File: src/rtl/hlt_pkg.sv
// shared constants and types for the period timer block
package hlt_pkg;

  // bus address layout: instance in bits 5:4, register in bits 3:2
  localparam int          ADR_W         = 8;
  localparam int          INST_LSB      = 4;
  localparam int          REG_LSB       = 2;
  localparam logic [1:0]  REG_COUNT     = 2'h0;
  localparam logic [1:0]  REG_PERIOD    = 2'h1;
  localparam logic [1:0]  REG_CTRL      = 2'h2;
  localparam logic [1:0]  REG_CTRL1     = 2'h3;

  // timer_control fields
  localparam int          CTRL_RUN_BIT  = 7;
  localparam int          CTRL_PRE_LSB  = 4;
  localparam int          CTRL_POST_LSB = 0;

  // timer_control_1 fields
  localparam int          CTRL1_MODE_LSB = 0;
  localparam int          CTRL1_SYNC_BIT = 4;
  localparam int          CTRL1_SRC_LSB  = 8;
  localparam int          CTRL1_FLAG_BIT = 16;
  localparam int          CTRL1_IEN_BIT  = 17;

  // values after reset
  localparam logic [7:0]  COUNT_RST     = 8'h00;
  localparam logic [7:0]  PERIOD_RST    = 8'hFF;
  localparam logic [7:0]  CTRL_RST      = 8'h00;
  localparam logic [3:0]  MODE_RST      = 4'h0;
  localparam logic        SYNC_RST      = 1'b1;
  localparam logic [6:0]  PRESC_RST     = 7'h00;
  localparam logic [3:0]  POST_RST      = 4'h0;

  // limit modes
  localparam logic [3:0]  MODE_SW_GATE   = 4'h0;
  localparam logic [3:0]  MODE_GATE_HI   = 4'h1;
  localparam logic [3:0]  MODE_GATE_LO   = 4'h2;
  localparam logic [3:0]  MODE_RST_ANY   = 4'h3;
  localparam logic [3:0]  MODE_RST_RISE  = 4'h4;
  localparam logic [3:0]  MODE_RST_FALL  = 4'h5;
  localparam logic [3:0]  MODE_RST_LOW   = 4'h6;
  localparam logic [3:0]  MODE_RST_HIGH  = 4'h7;
  localparam logic [3:0]  MODE_OS_SW     = 4'h8;
  localparam logic [3:0]  MODE_OS_RISE   = 4'h9;
  localparam logic [3:0]  MODE_OS_FALL   = 4'hA;
  localparam logic [3:0]  MODE_OS_ANY    = 4'hB;
  localparam logic [3:0]  MODE_OS_RR     = 4'hC;
  localparam logic [3:0]  MODE_OS_FF     = 4'hD;
  localparam logic [3:0]  MODE_OS_RLOW   = 4'hE;
  localparam logic [3:0]  MODE_OS_FHIGH  = 4'hF;

  // per-instance signals exported to the pwm unit and trigger users
  typedef struct packed {
    logic [7:0] count;
    logic [7:0] period;
    logic       match;
    logic       postscaled;
    logic       irq;
  } hlt_out_t;

endpackage

File: src/rtl/hlt_timer.sv
// three 8-bit period timers with hardware limit, behind a wishbone slave
//
// The Wishbone interface to the registers and the register addresses were decided locally.
`timescale 1ns/1ns

// Summary of operation
// - 8-bit count and period registers each
// - prescaler divides by 1 to 128
// - postscaler counts matches, ratios 1 to 16
// - reset clears count, period becomes FFh
// - count and period readable, writable any time
// - pre/postscaler cleared by count/control writes, reset, ext
// - control write leaves count unchanged
// - match zeroes count next, advances postscaler
// - postscale equal gives one-clock pulse, clears
// - one-shot match clears run, halts counter
// - one-shot restart resets the postscaler
// - postscaled match sets flag, enable gates request
// - postscaled pulse exported as trigger output
// - count and match exported to pwm
// - selected ext signal starts, stops, resets
// - edge pulses need six clocks spacing
// - level must hold three clocks
// - ext reset acts regardless of freeze
// - run and ext synchronised two cycles
// - three identical instances, own registers
// - software gate: count only while run
// - modes 0001/0010 gate on ext level
// - modes 0011/0100/0101 reset on edges
// - mode 1000 software-started one-shot
module hlt_timer #(
  parameter int NT    = 3,
  parameter int NSRC  = 8,
  parameter int SRC_W = 3
) (
  // clock and reset
  input  wire logic                      clk_i,
  input  wire logic                      rst_i,
  // wishbone slave
  input  wire logic                      wb_cyc_i,
  input  wire logic                      wb_stb_i,
  input  wire logic                      wb_we_i,
  input  wire logic [hlt_pkg::ADR_W-1:0] wb_adr_i,
  input  wire logic [3:0]                wb_sel_i,
  input  wire logic [31:0]               wb_dat_i,
  output logic      [31:0]               wb_dat_o,
  output logic                           wb_ack_o,
  // external reset sources, shared by all instances
  input  wire logic [NSRC-1:0]           ext_reset_i,
  // per-instance exports
  output hlt_pkg::hlt_out_t              tmr_o [NT]
);

  logic        ack_ff;
  logic [31:0] dat_ff;
  logic        bus_req;
  logic        bus_wr;
  logic [1:0]  bus_inst;
  logic [1:0]  bus_reg;
  logic [31:0] nxt_dat;

  logic [7:0]       count_ff   [NT];
  logic [7:0]       period_ff  [NT];
  logic             run_ff     [NT];
  logic [2:0]       pre_sel_ff [NT];
  logic [3:0]       post_sel_ff[NT];
  logic [3:0]       mode_ff    [NT];
  logic             sync_ff    [NT];
  logic [SRC_W-1:0] src_ff     [NT];
  logic             flag_ff    [NT];
  logic             ien_ff     [NT];
  hlt_pkg::hlt_out_t out_ff    [NT];

  // prescaler terminal count for a 1:2^sel ratio
  function automatic logic [6:0] pre_mask(input logic [2:0] sel);
    logic [7:0] one_hot;
    one_hot = 8'h01 << sel;
    return 7'(one_hot - 8'h01);
  endfunction

  assign bus_req  = wb_cyc_i & wb_stb_i;
  // write lands on the edge where ack is seen high
  assign bus_wr   = bus_req & wb_we_i & ack_ff;
  assign bus_inst = wb_adr_i[hlt_pkg::INST_LSB +: 2];
  assign bus_reg  = wb_adr_i[hlt_pkg::REG_LSB +: 2];

  always_ff @(posedge clk_i) begin
    if (rst_i) begin
      ack_ff <= 1'b0;
    end else begin
      ack_ff <= bus_req & ~ack_ff;
    end
  end

  // unmapped instance slots read zero and ignore writes
  always_comb begin
    nxt_dat = 32'h0000_0000;
    if (32'(bus_inst) < NT) begin
      case (bus_reg)
        hlt_pkg::REG_COUNT:  nxt_dat[7:0] = count_ff[bus_inst];
        hlt_pkg::REG_PERIOD: nxt_dat[7:0] = period_ff[bus_inst];
        hlt_pkg::REG_CTRL: begin
          nxt_dat[hlt_pkg::CTRL_RUN_BIT]         = run_ff[bus_inst];
          nxt_dat[hlt_pkg::CTRL_PRE_LSB +: 3]    = pre_sel_ff[bus_inst];
          nxt_dat[hlt_pkg::CTRL_POST_LSB +: 4]   = post_sel_ff[bus_inst];
        end
        hlt_pkg::REG_CTRL1: begin
          nxt_dat[hlt_pkg::CTRL1_MODE_LSB +: 4]  = mode_ff[bus_inst];
          nxt_dat[hlt_pkg::CTRL1_SYNC_BIT]       = sync_ff[bus_inst];
          nxt_dat[hlt_pkg::CTRL1_SRC_LSB +: SRC_W] = src_ff[bus_inst];
          nxt_dat[hlt_pkg::CTRL1_FLAG_BIT]       = flag_ff[bus_inst];
          nxt_dat[hlt_pkg::CTRL1_IEN_BIT]        = ien_ff[bus_inst];
        end
        default: nxt_dat = 32'h0000_0000;
      endcase
    end
  end

  always_ff @(posedge clk_i) begin
    if (rst_i) begin
      dat_ff <= 32'h0000_0000;
    end else if (bus_req & ~ack_ff) begin
      dat_ff <= nxt_dat;
    end
  end

  assign wb_ack_o = ack_ff;
  assign wb_dat_o = dat_ff;

  for (genvar i = 0; i < NT; i++) begin : g_tmr
    logic       sel_me;
    logic       wr_cnt;
    logic       wr_per;
    logic       wr_ctl;
    logic       wr_ctl1;
    logic       run_s1_ff;
    logic       run_s2_ff;
    logic       ext_s1_ff;
    logic       ext_s2_ff;
    logic       ext_prev_ff;
    logic       run_prev_ff;
    logic       started_ff;
    logic       done_ff;
    logic [6:0] presc_ff;
    logic [3:0] post_ff;
    logic       run_v;
    logic       ext_v;
    logic       rise;
    logic       fall;
    logic       run_rise;
    logic       one_shot;
    logic       gate_ok;
    logic       start_edge;
    logic       rst_evt;
    logic       counting;
    logic       tick;
    logic       match;
    logic       post_hit;
    logic       scale_clr;

    assign sel_me  = (bus_inst == 2'(i));
    assign wr_cnt  = bus_wr & sel_me & (bus_reg == hlt_pkg::REG_COUNT) & wb_sel_i[0];
    assign wr_per  = bus_wr & sel_me & (bus_reg == hlt_pkg::REG_PERIOD) & wb_sel_i[0];
    assign wr_ctl  = bus_wr & sel_me & (bus_reg == hlt_pkg::REG_CTRL) & wb_sel_i[0];
    assign wr_ctl1 = bus_wr & sel_me & (bus_reg == hlt_pkg::REG_CTRL1);

    // two-stage sync of run and ext
    always_ff @(posedge clk_i) begin
      if (rst_i) begin
        run_s1_ff <= 1'b0;
        run_s2_ff <= 1'b0;
        ext_s1_ff <= 1'b0;
        ext_s2_ff <= 1'b0;
      end else begin
        run_s1_ff <= run_ff[i];
        run_s2_ff <= run_s1_ff;
        ext_s1_ff <= ext_reset_i[src_ff[i]];
        ext_s2_ff <= ext_s1_ff;
      end
    end

    // bypass only when software clears sync
    assign run_v = sync_ff[i] ? run_s2_ff : run_ff[i];
    assign ext_v = sync_ff[i] ? ext_s2_ff : ext_reset_i[src_ff[i]];

    always_ff @(posedge clk_i) begin
      if (rst_i) begin
        ext_prev_ff <= 1'b0;
        run_prev_ff <= 1'b0;
      end else begin
        ext_prev_ff <= ext_v;
        run_prev_ff <= run_v;
      end
    end

    // edges seen on the synchronised level
    assign rise     = ext_v & ~ext_prev_ff;
    assign fall     = ~ext_v & ext_prev_ff;
    assign run_rise = run_v & ~run_prev_ff;
    assign one_shot = mode_ff[i][3];

    always_comb begin
      gate_ok    = 1'b1;
      start_edge = 1'b0;
      rst_evt    = 1'b0;
      case (mode_ff[i])
        hlt_pkg::MODE_SW_GATE:  gate_ok = 1'b1;
        hlt_pkg::MODE_GATE_HI:  gate_ok = ~ext_v;
        hlt_pkg::MODE_GATE_LO:  gate_ok = ext_v;
        hlt_pkg::MODE_RST_ANY:  rst_evt = rise | fall;
        hlt_pkg::MODE_RST_RISE: rst_evt = rise;
        hlt_pkg::MODE_RST_FALL: rst_evt = fall;
        hlt_pkg::MODE_RST_LOW:  rst_evt = ~ext_v;
        hlt_pkg::MODE_RST_HIGH: rst_evt = ext_v;
        hlt_pkg::MODE_OS_SW:    start_edge = 1'b1;
        hlt_pkg::MODE_OS_RISE:  start_edge = rise;
        hlt_pkg::MODE_OS_FALL:  start_edge = fall;
        hlt_pkg::MODE_OS_ANY:   start_edge = rise | fall;
        hlt_pkg::MODE_OS_RR: begin
          start_edge = rise;
          rst_evt    = started_ff & rise;
        end
        hlt_pkg::MODE_OS_FF: begin
          start_edge = fall;
          rst_evt    = started_ff & fall;
        end
        hlt_pkg::MODE_OS_RLOW: begin
          start_edge = rise;
          rst_evt    = started_ff & ~ext_v;
        end
        hlt_pkg::MODE_OS_FHIGH: begin
          start_edge = fall;
          rst_evt    = started_ff & ext_v;
        end
        default: gate_ok = 1'b1;
      endcase
      // ext acts whenever run is set, no freeze gating
      if (!run_v) begin
        rst_evt = 1'b0;
      end
    end

    // edge-start one-shots need a fresh edge after run rises
    always_ff @(posedge clk_i) begin
      if (rst_i) begin
        started_ff <= 1'b0;
        done_ff    <= 1'b0;
      end else if (!run_v) begin
        started_ff <= 1'b0;
        done_ff    <= 1'b0;
      end else begin
        if (one_shot & start_edge) begin
          started_ff <= 1'b1;
        end
        // done covers the sync lag until run is seen low
        if (match & one_shot) begin
          done_ff <= 1'b1;
        end
      end
    end

    assign counting = run_v & gate_ok & ~rst_evt & ~done_ff &
                      (~one_shot | started_ff | (mode_ff[i] == hlt_pkg::MODE_OS_SW));
    assign tick     = counting & (presc_ff == pre_mask(pre_sel_ff[i]));
    assign match    = tick & (count_ff[i] == period_ff[i]);
    assign post_hit = match & (post_ff == post_sel_ff[i]);
    assign scale_clr = wr_cnt | wr_ctl | rst_evt | (one_shot & run_rise);

    always_ff @(posedge clk_i) begin
      if (rst_i) begin
        presc_ff <= hlt_pkg::PRESC_RST;
      end else if (scale_clr) begin
        presc_ff <= hlt_pkg::PRESC_RST;
      end else if (tick) begin
        presc_ff <= hlt_pkg::PRESC_RST;
      end else if (counting) begin
        presc_ff <= presc_ff + 7'h01;
      end
    end

    always_ff @(posedge clk_i) begin
      if (rst_i) begin
        post_ff <= hlt_pkg::POST_RST;
      end else if (scale_clr) begin
        post_ff <= hlt_pkg::POST_RST;
      end else if (post_hit) begin
        post_ff <= hlt_pkg::POST_RST;
      end else if (match) begin
        post_ff <= post_ff + 4'h1;
      end
    end

    always_ff @(posedge clk_i) begin
      if (rst_i) begin
        count_ff[i] <= hlt_pkg::COUNT_RST;
      end else if (wr_cnt) begin
        count_ff[i] <= wb_dat_i[7:0];
      end else if (rst_evt | match) begin
        count_ff[i] <= hlt_pkg::COUNT_RST;
      end else if (tick) begin
        count_ff[i] <= count_ff[i] + 8'h01;
      end
    end

    always_ff @(posedge clk_i) begin
      if (rst_i) begin
        period_ff[i] <= hlt_pkg::PERIOD_RST;
      end else if (wr_per) begin
        period_ff[i] <= wb_dat_i[7:0];
      end
    end

    // control write touches only control fields
    always_ff @(posedge clk_i) begin
      if (rst_i) begin
        run_ff[i]      <= hlt_pkg::CTRL_RST[hlt_pkg::CTRL_RUN_BIT];
        pre_sel_ff[i]  <= hlt_pkg::CTRL_RST[hlt_pkg::CTRL_PRE_LSB +: 3];
        post_sel_ff[i] <= hlt_pkg::CTRL_RST[hlt_pkg::CTRL_POST_LSB +: 4];
      end else if (wr_ctl) begin
        run_ff[i]      <= wb_dat_i[hlt_pkg::CTRL_RUN_BIT];
        pre_sel_ff[i]  <= wb_dat_i[hlt_pkg::CTRL_PRE_LSB +: 3];
        post_sel_ff[i] <= wb_dat_i[hlt_pkg::CTRL_POST_LSB +: 4];
      end else if (match & one_shot) begin
        run_ff[i] <= 1'b0;
      end
    end

    always_ff @(posedge clk_i) begin
      if (rst_i) begin
        mode_ff[i] <= hlt_pkg::MODE_RST;
        sync_ff[i] <= hlt_pkg::SYNC_RST;
        src_ff[i]  <= '0;
        ien_ff[i]  <= 1'b0;
      end else if (wr_ctl1) begin
        if (wb_sel_i[0]) begin
          mode_ff[i] <= wb_dat_i[hlt_pkg::CTRL1_MODE_LSB +: 4];
          sync_ff[i] <= wb_dat_i[hlt_pkg::CTRL1_SYNC_BIT];
        end
        if (wb_sel_i[1]) begin
          src_ff[i] <= wb_dat_i[hlt_pkg::CTRL1_SRC_LSB +: SRC_W];
        end
        if (wb_sel_i[2]) begin
          ien_ff[i] <= wb_dat_i[hlt_pkg::CTRL1_IEN_BIT];
        end
      end
    end

    // sticky flag, write one clears, set wins
    always_ff @(posedge clk_i) begin
      if (rst_i) begin
        flag_ff[i] <= 1'b0;
      end else if (post_hit) begin
        flag_ff[i] <= 1'b1;
      end else if (wr_ctl1 & wb_sel_i[2] & wb_dat_i[hlt_pkg::CTRL1_FLAG_BIT]) begin
        flag_ff[i] <= 1'b0;
      end
    end

    always_ff @(posedge clk_i) begin
      if (rst_i) begin
        out_ff[i] <= '0;
      end else begin
        out_ff[i].count      <= count_ff[i];
        out_ff[i].period     <= period_ff[i];
        out_ff[i].match      <= match;
        out_ff[i].postscaled <= post_hit;
        out_ff[i].irq        <= (flag_ff[i] | post_hit) & ien_ff[i];
      end
    end

    assign tmr_o[i] = out_ff[i];
  end

endmodule

File: config.mk
export PLATFORM = sky130hd
export DESIGN_NAME = hlt_timer
export DESIGN_NICKNAME = d
export VERILOG_FILES = /design/src/rtl/hlt_pkg.sv /design/src/rtl/hlt_timer.sv
export SDC_FILE = /design/constraint.sdc
export NUM_CORES = 1
export LEC_CHECK = 0
export ABC_AREA = 1
export BUFFER_PORTS_ARGS = -buffer_cell sky130_fd_sc_hd__buf_2
export CAP_MARGIN = 40
export CORE_MARGIN = 8
export CORE_UTILIZATION = 55
export CTS_CLUSTER_DIAMETER = 50
export DETAILED_ROUTE_END_ITERATION = 8
export PLACE_DENSITY = 0.77
export SETUP_SLACK_MARGIN = 0.05
export SYNTH_ARGS = -nofsm -noshare
export SYNTH_HDL_FRONTEND = slang
export SYNTH_SLANG_ARGS = --single-unit
File: constraint.sdc
create_clock -name clk_i -period 3.05 [get_ports clk_i]
set_clock_uncertainty 0.05 [all_clocks]
set_input_delay 0.305 -clock clk_i [delete_from_list [all_inputs] [get_ports clk_i]]
set_output_delay 0.305 -clock clk_i [all_outputs]
set_load 0.02 [all_outputs]
After elaboration in Yosys (flattened, before gate mapping)

Memories as Yosys holds them, arrays and structs flattened.
Cells that the tools add are included.

Bits in registers: 90
Memory bits (writable): 159
Input port bits: 57
Output and inout port bits: 90
Word-level logic and storage cells: 535
Memories kept: 11

Add/subtract/negate cells: 12
Order comparisons: 4
Equal/unequal tests: 59
Shift operators: 3
Mux-type cells: 206
Bitwise operators: 191
Reductions and logical operators: 17

Memories:

| memory          | depth | bits a word | read ports | clocked after Yosys merged registers in | write ports | line            | text |
|---|---|---|---|---|---|---|---|
| out_ff          | 3     | 19          | 3          | 0                                       | 3           | hlt_timer.sv:72 | `hlt_pkg::hlt_out_t out_ff [NT];` |
| count_ff        | 3     | 8           | 4          | 0                                       | 3           | hlt_timer.sv:62 | `logic [7:0] count_ff [NT];` |
| period_ff       | 3     | 8           | 4          | 0                                       | 3           | hlt_timer.sv:63 | `logic [7:0] period_ff [NT];` |
| mode_ff         | 3     | 4           | 4          | 0                                       | 3           | hlt_timer.sv:67 | `logic [3:0] mode_ff [NT];` |
| post_sel_ff     | 3     | 4           | 4          | 0                                       | 3           | hlt_timer.sv:66 | `logic [3:0] post_sel_ff[NT];` |
| pre_sel_ff      | 3     | 3           | 4          | 0                                       | 3           | hlt_timer.sv:65 | `logic [2:0] pre_sel_ff [NT];` |
| 5 more memories | --    | --          | --         | --                                      | --          | --              |  |

Operators by type and width:

| cell                                                | count |
|---|---|
| 2-to-1 mux 1 bit                                    | 159 |
| 2-to-1 mux 8 bit                                    | 18 |
| == test 4 bit (second input constant)               | 24 |
| AND 1 bit                                           | 88 |
| bitwise OR 1 bit                                    | 81 |
| == test 4 x 3 -> 1 bit (second input constant)      | 12 |
| OR reduction 3 bit                                  | 12 |
| one-hot mux 1 bit (9 select lines)                  | 3 |
| adder 8 x 1 -> 8 bit (second input constant)        | 3 |
| == test 4 x 2 -> 1 bit (second input constant)      | 6 |
| == test 8 bit                                       | 3 |
| 2-to-1 mux 4 bit                                    | 6 |
| NOT 1 bit                                           | 22 |
| adder 7 x 1 -> 7 bit (second input constant)        | 3 |
| == test 7 bit                                       | 3 |
| 2-to-1 mux 3 bit                                    | 7 |
| << shifter 1 x 3 -> 7 bit (first input constant)    | 3 |
| subtractor 7 x 1 -> 7 bit (second input constant)   | 3 |
| one-hot mux 5 bit (4 select lines)                  | 1 |
| 2-to-1 mux 18 bit                                   | 1 |
| adder 4 x 1 -> 4 bit (second input constant)        | 3 |
| == test 4 x 1 -> 1 bit (second input constant)      | 3 |
| == test 4 bit                                       | 3 |
| < comparator 3 x 4 -> 1 bit (second input constant) | 3 |
| 10 further kinds                                    | 22 |

Depth between registers and ports, before layout

An unclocked memory read counts as a cell.

Word-level depth: 22
Mapped depth: 21
Depth with buffers taken out: 21

Worst setup path before layout

Ideal clock, no wire load.

Kind: register to register
From: memory src_ff[2][0]
To: memory flag_ff[2], enable pin
Library setup time: 0.311 ns
Arrival time: 2.315 ns
Data required time: 2.689 ns
Slack: 0.374 ns
Cell stages (with the launch flop): 20
Path buffers: 0
Clock period less this slack: 2.676 ns
Cell sequence: edfxtp_1 inv_2 nand2_1 nand3_1 nand3_1 nand2_1 nand2_2 nand2_1 inv_1 ha_1 nor3_1 a31oi_1 nand2_1 nor2_2 nand2_2 nand2_4 nand2_2 nor2_4 nand2_4 o21ai_0

RTL lines:

| what            | line            | text |
|---|---|---|
| start, declared | hlt_timer.sv:69 | `logic [SRC_W-1:0] src_ff [NT];` |
| end, declared   | hlt_timer.sv:70 | `logic flag_ff [NT];` |

==> results.cfg <==
[floorplanning]
io_pins = 147
initial_core_util = 0.5535
die_h_um = 163.3
core-area_um2 = 21550
rows = 54
die-area_um2 = 26660
die_w_um = 163.3

[critical_path]
setup.worst_path.end_class = register
reg2reg_depth = 21
reg2reg_from = src_ff[2][0]
crit_fanout = 5
arrival_ns = 3.24
required_ns = 3.41
startpoint_type = register
crit_type = reg2reg
rrSetupSlack_ns = 0.17
r2r-end = g_tmr[2].post_ff[3]

[cts]
clock_sinks = 230
numCtsBuffers = 26
insertion_delay_ns = 0.53
clockBufferDepth = 3
htreeDepth = 1
cts_tree = built
cts-root-buf = clkbuf_16
path_clk_slew_ns = 0.06
hold_buffers = 0

[hold_path]
hold_class = in2reg
hold_end = count_ff[0][0]
hp-start = wb_dat_i[0]
hold_path_depth = 3

[synth]
synth_compound_area_frac = 0.09124
synth_xor_area_frac = 0.05139
synthCells = 1521
synthAdderAreaFrac = 0.01888
synthMuxAreaShare = 0
async_flop_share = 0
synth_top_family_by_area = simple AND/OR/NAND/NOR gates
ys_ff_latch = 230
synth.avg_cell_area_um2 = 7.844
synthFlopType = dfxtp_1
synth_area_um2 = 11930
synth.lib_cells_used.distinct = 54
synth_edf_count = 101
yosysWarnings = 0
synthSimpleGateAreaFrac = 0.2803
ys_seq_area_frac = 0.4707

[sta]
drv_slew = 0
hold_viol_final = 0
tightest_slew_ns = 0.6470
period_share = 0.9427
post-route-min-period_ns = 2.875
rsz0062_at_grt = true
setup_viol = 0
fmax_ghz = 0.3478
slew_headroom = 0.5653
fin_ws_ns = 0.1749

[finish]
finalNonFillerCells = 1967
drive_gt1_frac = 0.1744
fill_cells = 1763
area_growth_pct = 18.93
multiInputGateArea_um2 = 5573
stdcell_area_um2 = 14190
final_util = 0.6583
nets = 1741
seqCellArea_um2 = 5615

[route]
wl_mm = 34.17
wl_per_cell_um = 17.37
drtIter0Drc = 945
dr.pass1.iters = 5
postRouteAntennaNets = 0
vias = 10890
via_per_inst = 5.535
drc = 0

[placement]
dpl_cell_area_um2 = 12870
dp_cells = 1905
dpl.hpwl_mm = 25.37
io_buffers = 103
place_congestion = 0.9535
pre_cts_ws_ns = 0.01534

[power_and_ir_drop]
ir_drop_mv = 0.3898
p_per_area_nw_per_um2 = 525.6
power.leakage_nw = 6.288

[flow_run]
maxCapViolations = 0

[global_route]
grt_pass1_wl_mm = 52.81
grt_max_degree = 57
grt_overflow = 0
grt.total_usage = 0.2470
grt_pass1_vias = 10350
grt_antenna_before_repair = 1

[status]
status = finished, final reports clean
## cell usage after synthesis, types with 6 or more instances
library cell  number  area, um^2
o21ai_1            8       40.04
dfxtp_1          129        2582
o221ai_1           7       61.31
nand2_1          337        1265
nor2_1           241       904.6
nand2_2           11       68.82
o22ai_1           15       93.84
a21oi_1           56       280.3
clkbuf_1          25       93.84
inv_1            184       690.7
clkinv_1           6       22.52
ha_1              18       225.2
nand4_1           17       106.4
o21ai_0           65       325.3
nor3_1            35       175.2
xnor2_1           26       227.7
nor2_2             9       56.30
buf_4             20       150.1
xor2_1            44       385.4
inv_2              7       26.28
edfxtp_1         101        3033
nand3_1           87       435.4
a22oi_1            7       52.55
## cell usage in the layout (no fill, tap or decap), types with 26 or more instances in the layout
cell type / Yosys / routed
nand2_1: 337 / 321
nor2_1: 241 / 241
inv_1: 184 / 179
dfxtp_1: 129 / 129
buf_2: 3 / 102
edfxtp_1: 101 / 101
nand3_1: 87 / 75
o21ai_0: 65 / 59
a21oi_1: 56 / 52
xor2_1: 44 / 44
buf_4: 20 / 43
nor3_1: 35 / 32
clkbuf_16: 0 / 29
xnor2_1: 26 / 26
## metal layers
layer,global-route usage,share of wire,vias up
met1,0.2980,0.39,5068
met3,0.04158,0.086,114
met5,0,0,-
met2,0.4123,0.47,509
li1,-,-,5196
met4,0.1397,0.056,0
## repair_timing
action | in CTS | in global routing
pin swaps | 0 | 24
cloned | 0 | 1
setup endpoints to repair | 7 | 84
gates resized for setup | 1 | 71
buffers inserted | 2 | 10
## layout make-up
type / count / share of cell area
Antenna cell: 1 / 0.0001764
Clock buffer: 35 / 0.05344
Clock inverter: 13 / 0.01517
Inverter: 197 / 0.05265
Multi-Input combinational cell: 1060 / 0.3928
Sequential cell: 230 / 0.3958
Tap cell: 280 / 0.02469
Timing Repair Buffer: 151 / 0.06534
## worst max-delay path by stage
stage,endpoint,slack (ns),cells past startpoint,startpoint
final,g_tmr[2].post_ff[3],0.17,21,src_ff[2][0]
after global routing,count_ff[2][5],-0.07,20,src_ff[2][0]
after CTS,g_tmr[1].presc_ff[3],0.03,15,src_ff[1][0]
after detailed placement,g_tmr[1].presc_ff[3],0.02,14,src_ff[1][0]
after global placement,count_ff[1][2],0.11,14,src_ff[1][0]
after floorplan,flag_ff[2],0.37,19,src_ff[2][0]
## flip-flops by register name, summed over array words and instances (netlist names)
signal and flops:
out_ff 57, count_ff 24, period_ff 24, g_tmr.presc_ff 21, wb_dat_o 13, g_tmr.post_ff 12, mode_ff 12, post_sel_ff 12
pre_sel_ff 9, src_ff 9, flag_ff 3, g_tmr.done_ff 3, g_tmr.ext_prev_ff 3, g_tmr.ext_s1_ff 3, g_tmr.ext_s2_ff 3, g_tmr.run_prev_ff 3
g_tmr.run_s1_ff 3, g_tmr.run_s2_ff 3, g_tmr.started_ff 3, ien_ff 3, run_ff 3, sync_ff 3, wb_ack_o 1
## through the flow
step                total power, mW  TNS (ns)  hold slack [ns]
CTS                           7.437         0          0.06564
finish                        7.458         0          0.08018
floorplan                     3.805         0           0.3383
global route                  7.674  -0.08621          0.08741
global placement              3.998         0           0.3392
detailed placement            4.011         0           0.3510
## critical path: stages, from the launching register on
cell      delay [ns]
edfxtp_1        0.40
inv_2           0.15
nand2_2         0.07
nand3_2         0.07
nand3_4         0.09
nand2_4         0.11
nand2_4         0.07
nand2_4         0.08
inv_4           0.04
ha_4            0.26
nor3_2          0.04
a31oi_1         0.13
nand2_1         0.08
nor2_2          0.12
nand2_2         0.09
nand2_4         0.13
nand2_4         0.07
nor2_4          0.20
nand2_4         0.10
buf_12          0.14
o21ai_4         0.22
a21oi_2         0.05
## power by group
part	total [mW]	switching [mW]	leakage [nW]	internal [mW]
combinational	0.639	0.451	3.79	0.189
sequential	3.35	0.0559	2.02	3.29
clock	3.47	1.29	0.476	2.19
## logic make-up (layout without fill, tap and decap cells)
| kind of cell | after synthesis | after routing |
|---|---|---|
| AO/OA/AOI/OAI | 186 | 186 |
| adder cells (fa/ha/maj) | 18 | 18 |
| AND/OR/NAND/NOR | 766 | 767 |
| XOR/XNOR | 70 | 70 |
| other | 1 | 20 |
| buffers and inverters | 250 | 396 |
| flip-flops | 230 | 230 |
Power figures use the tool's default switching activity.
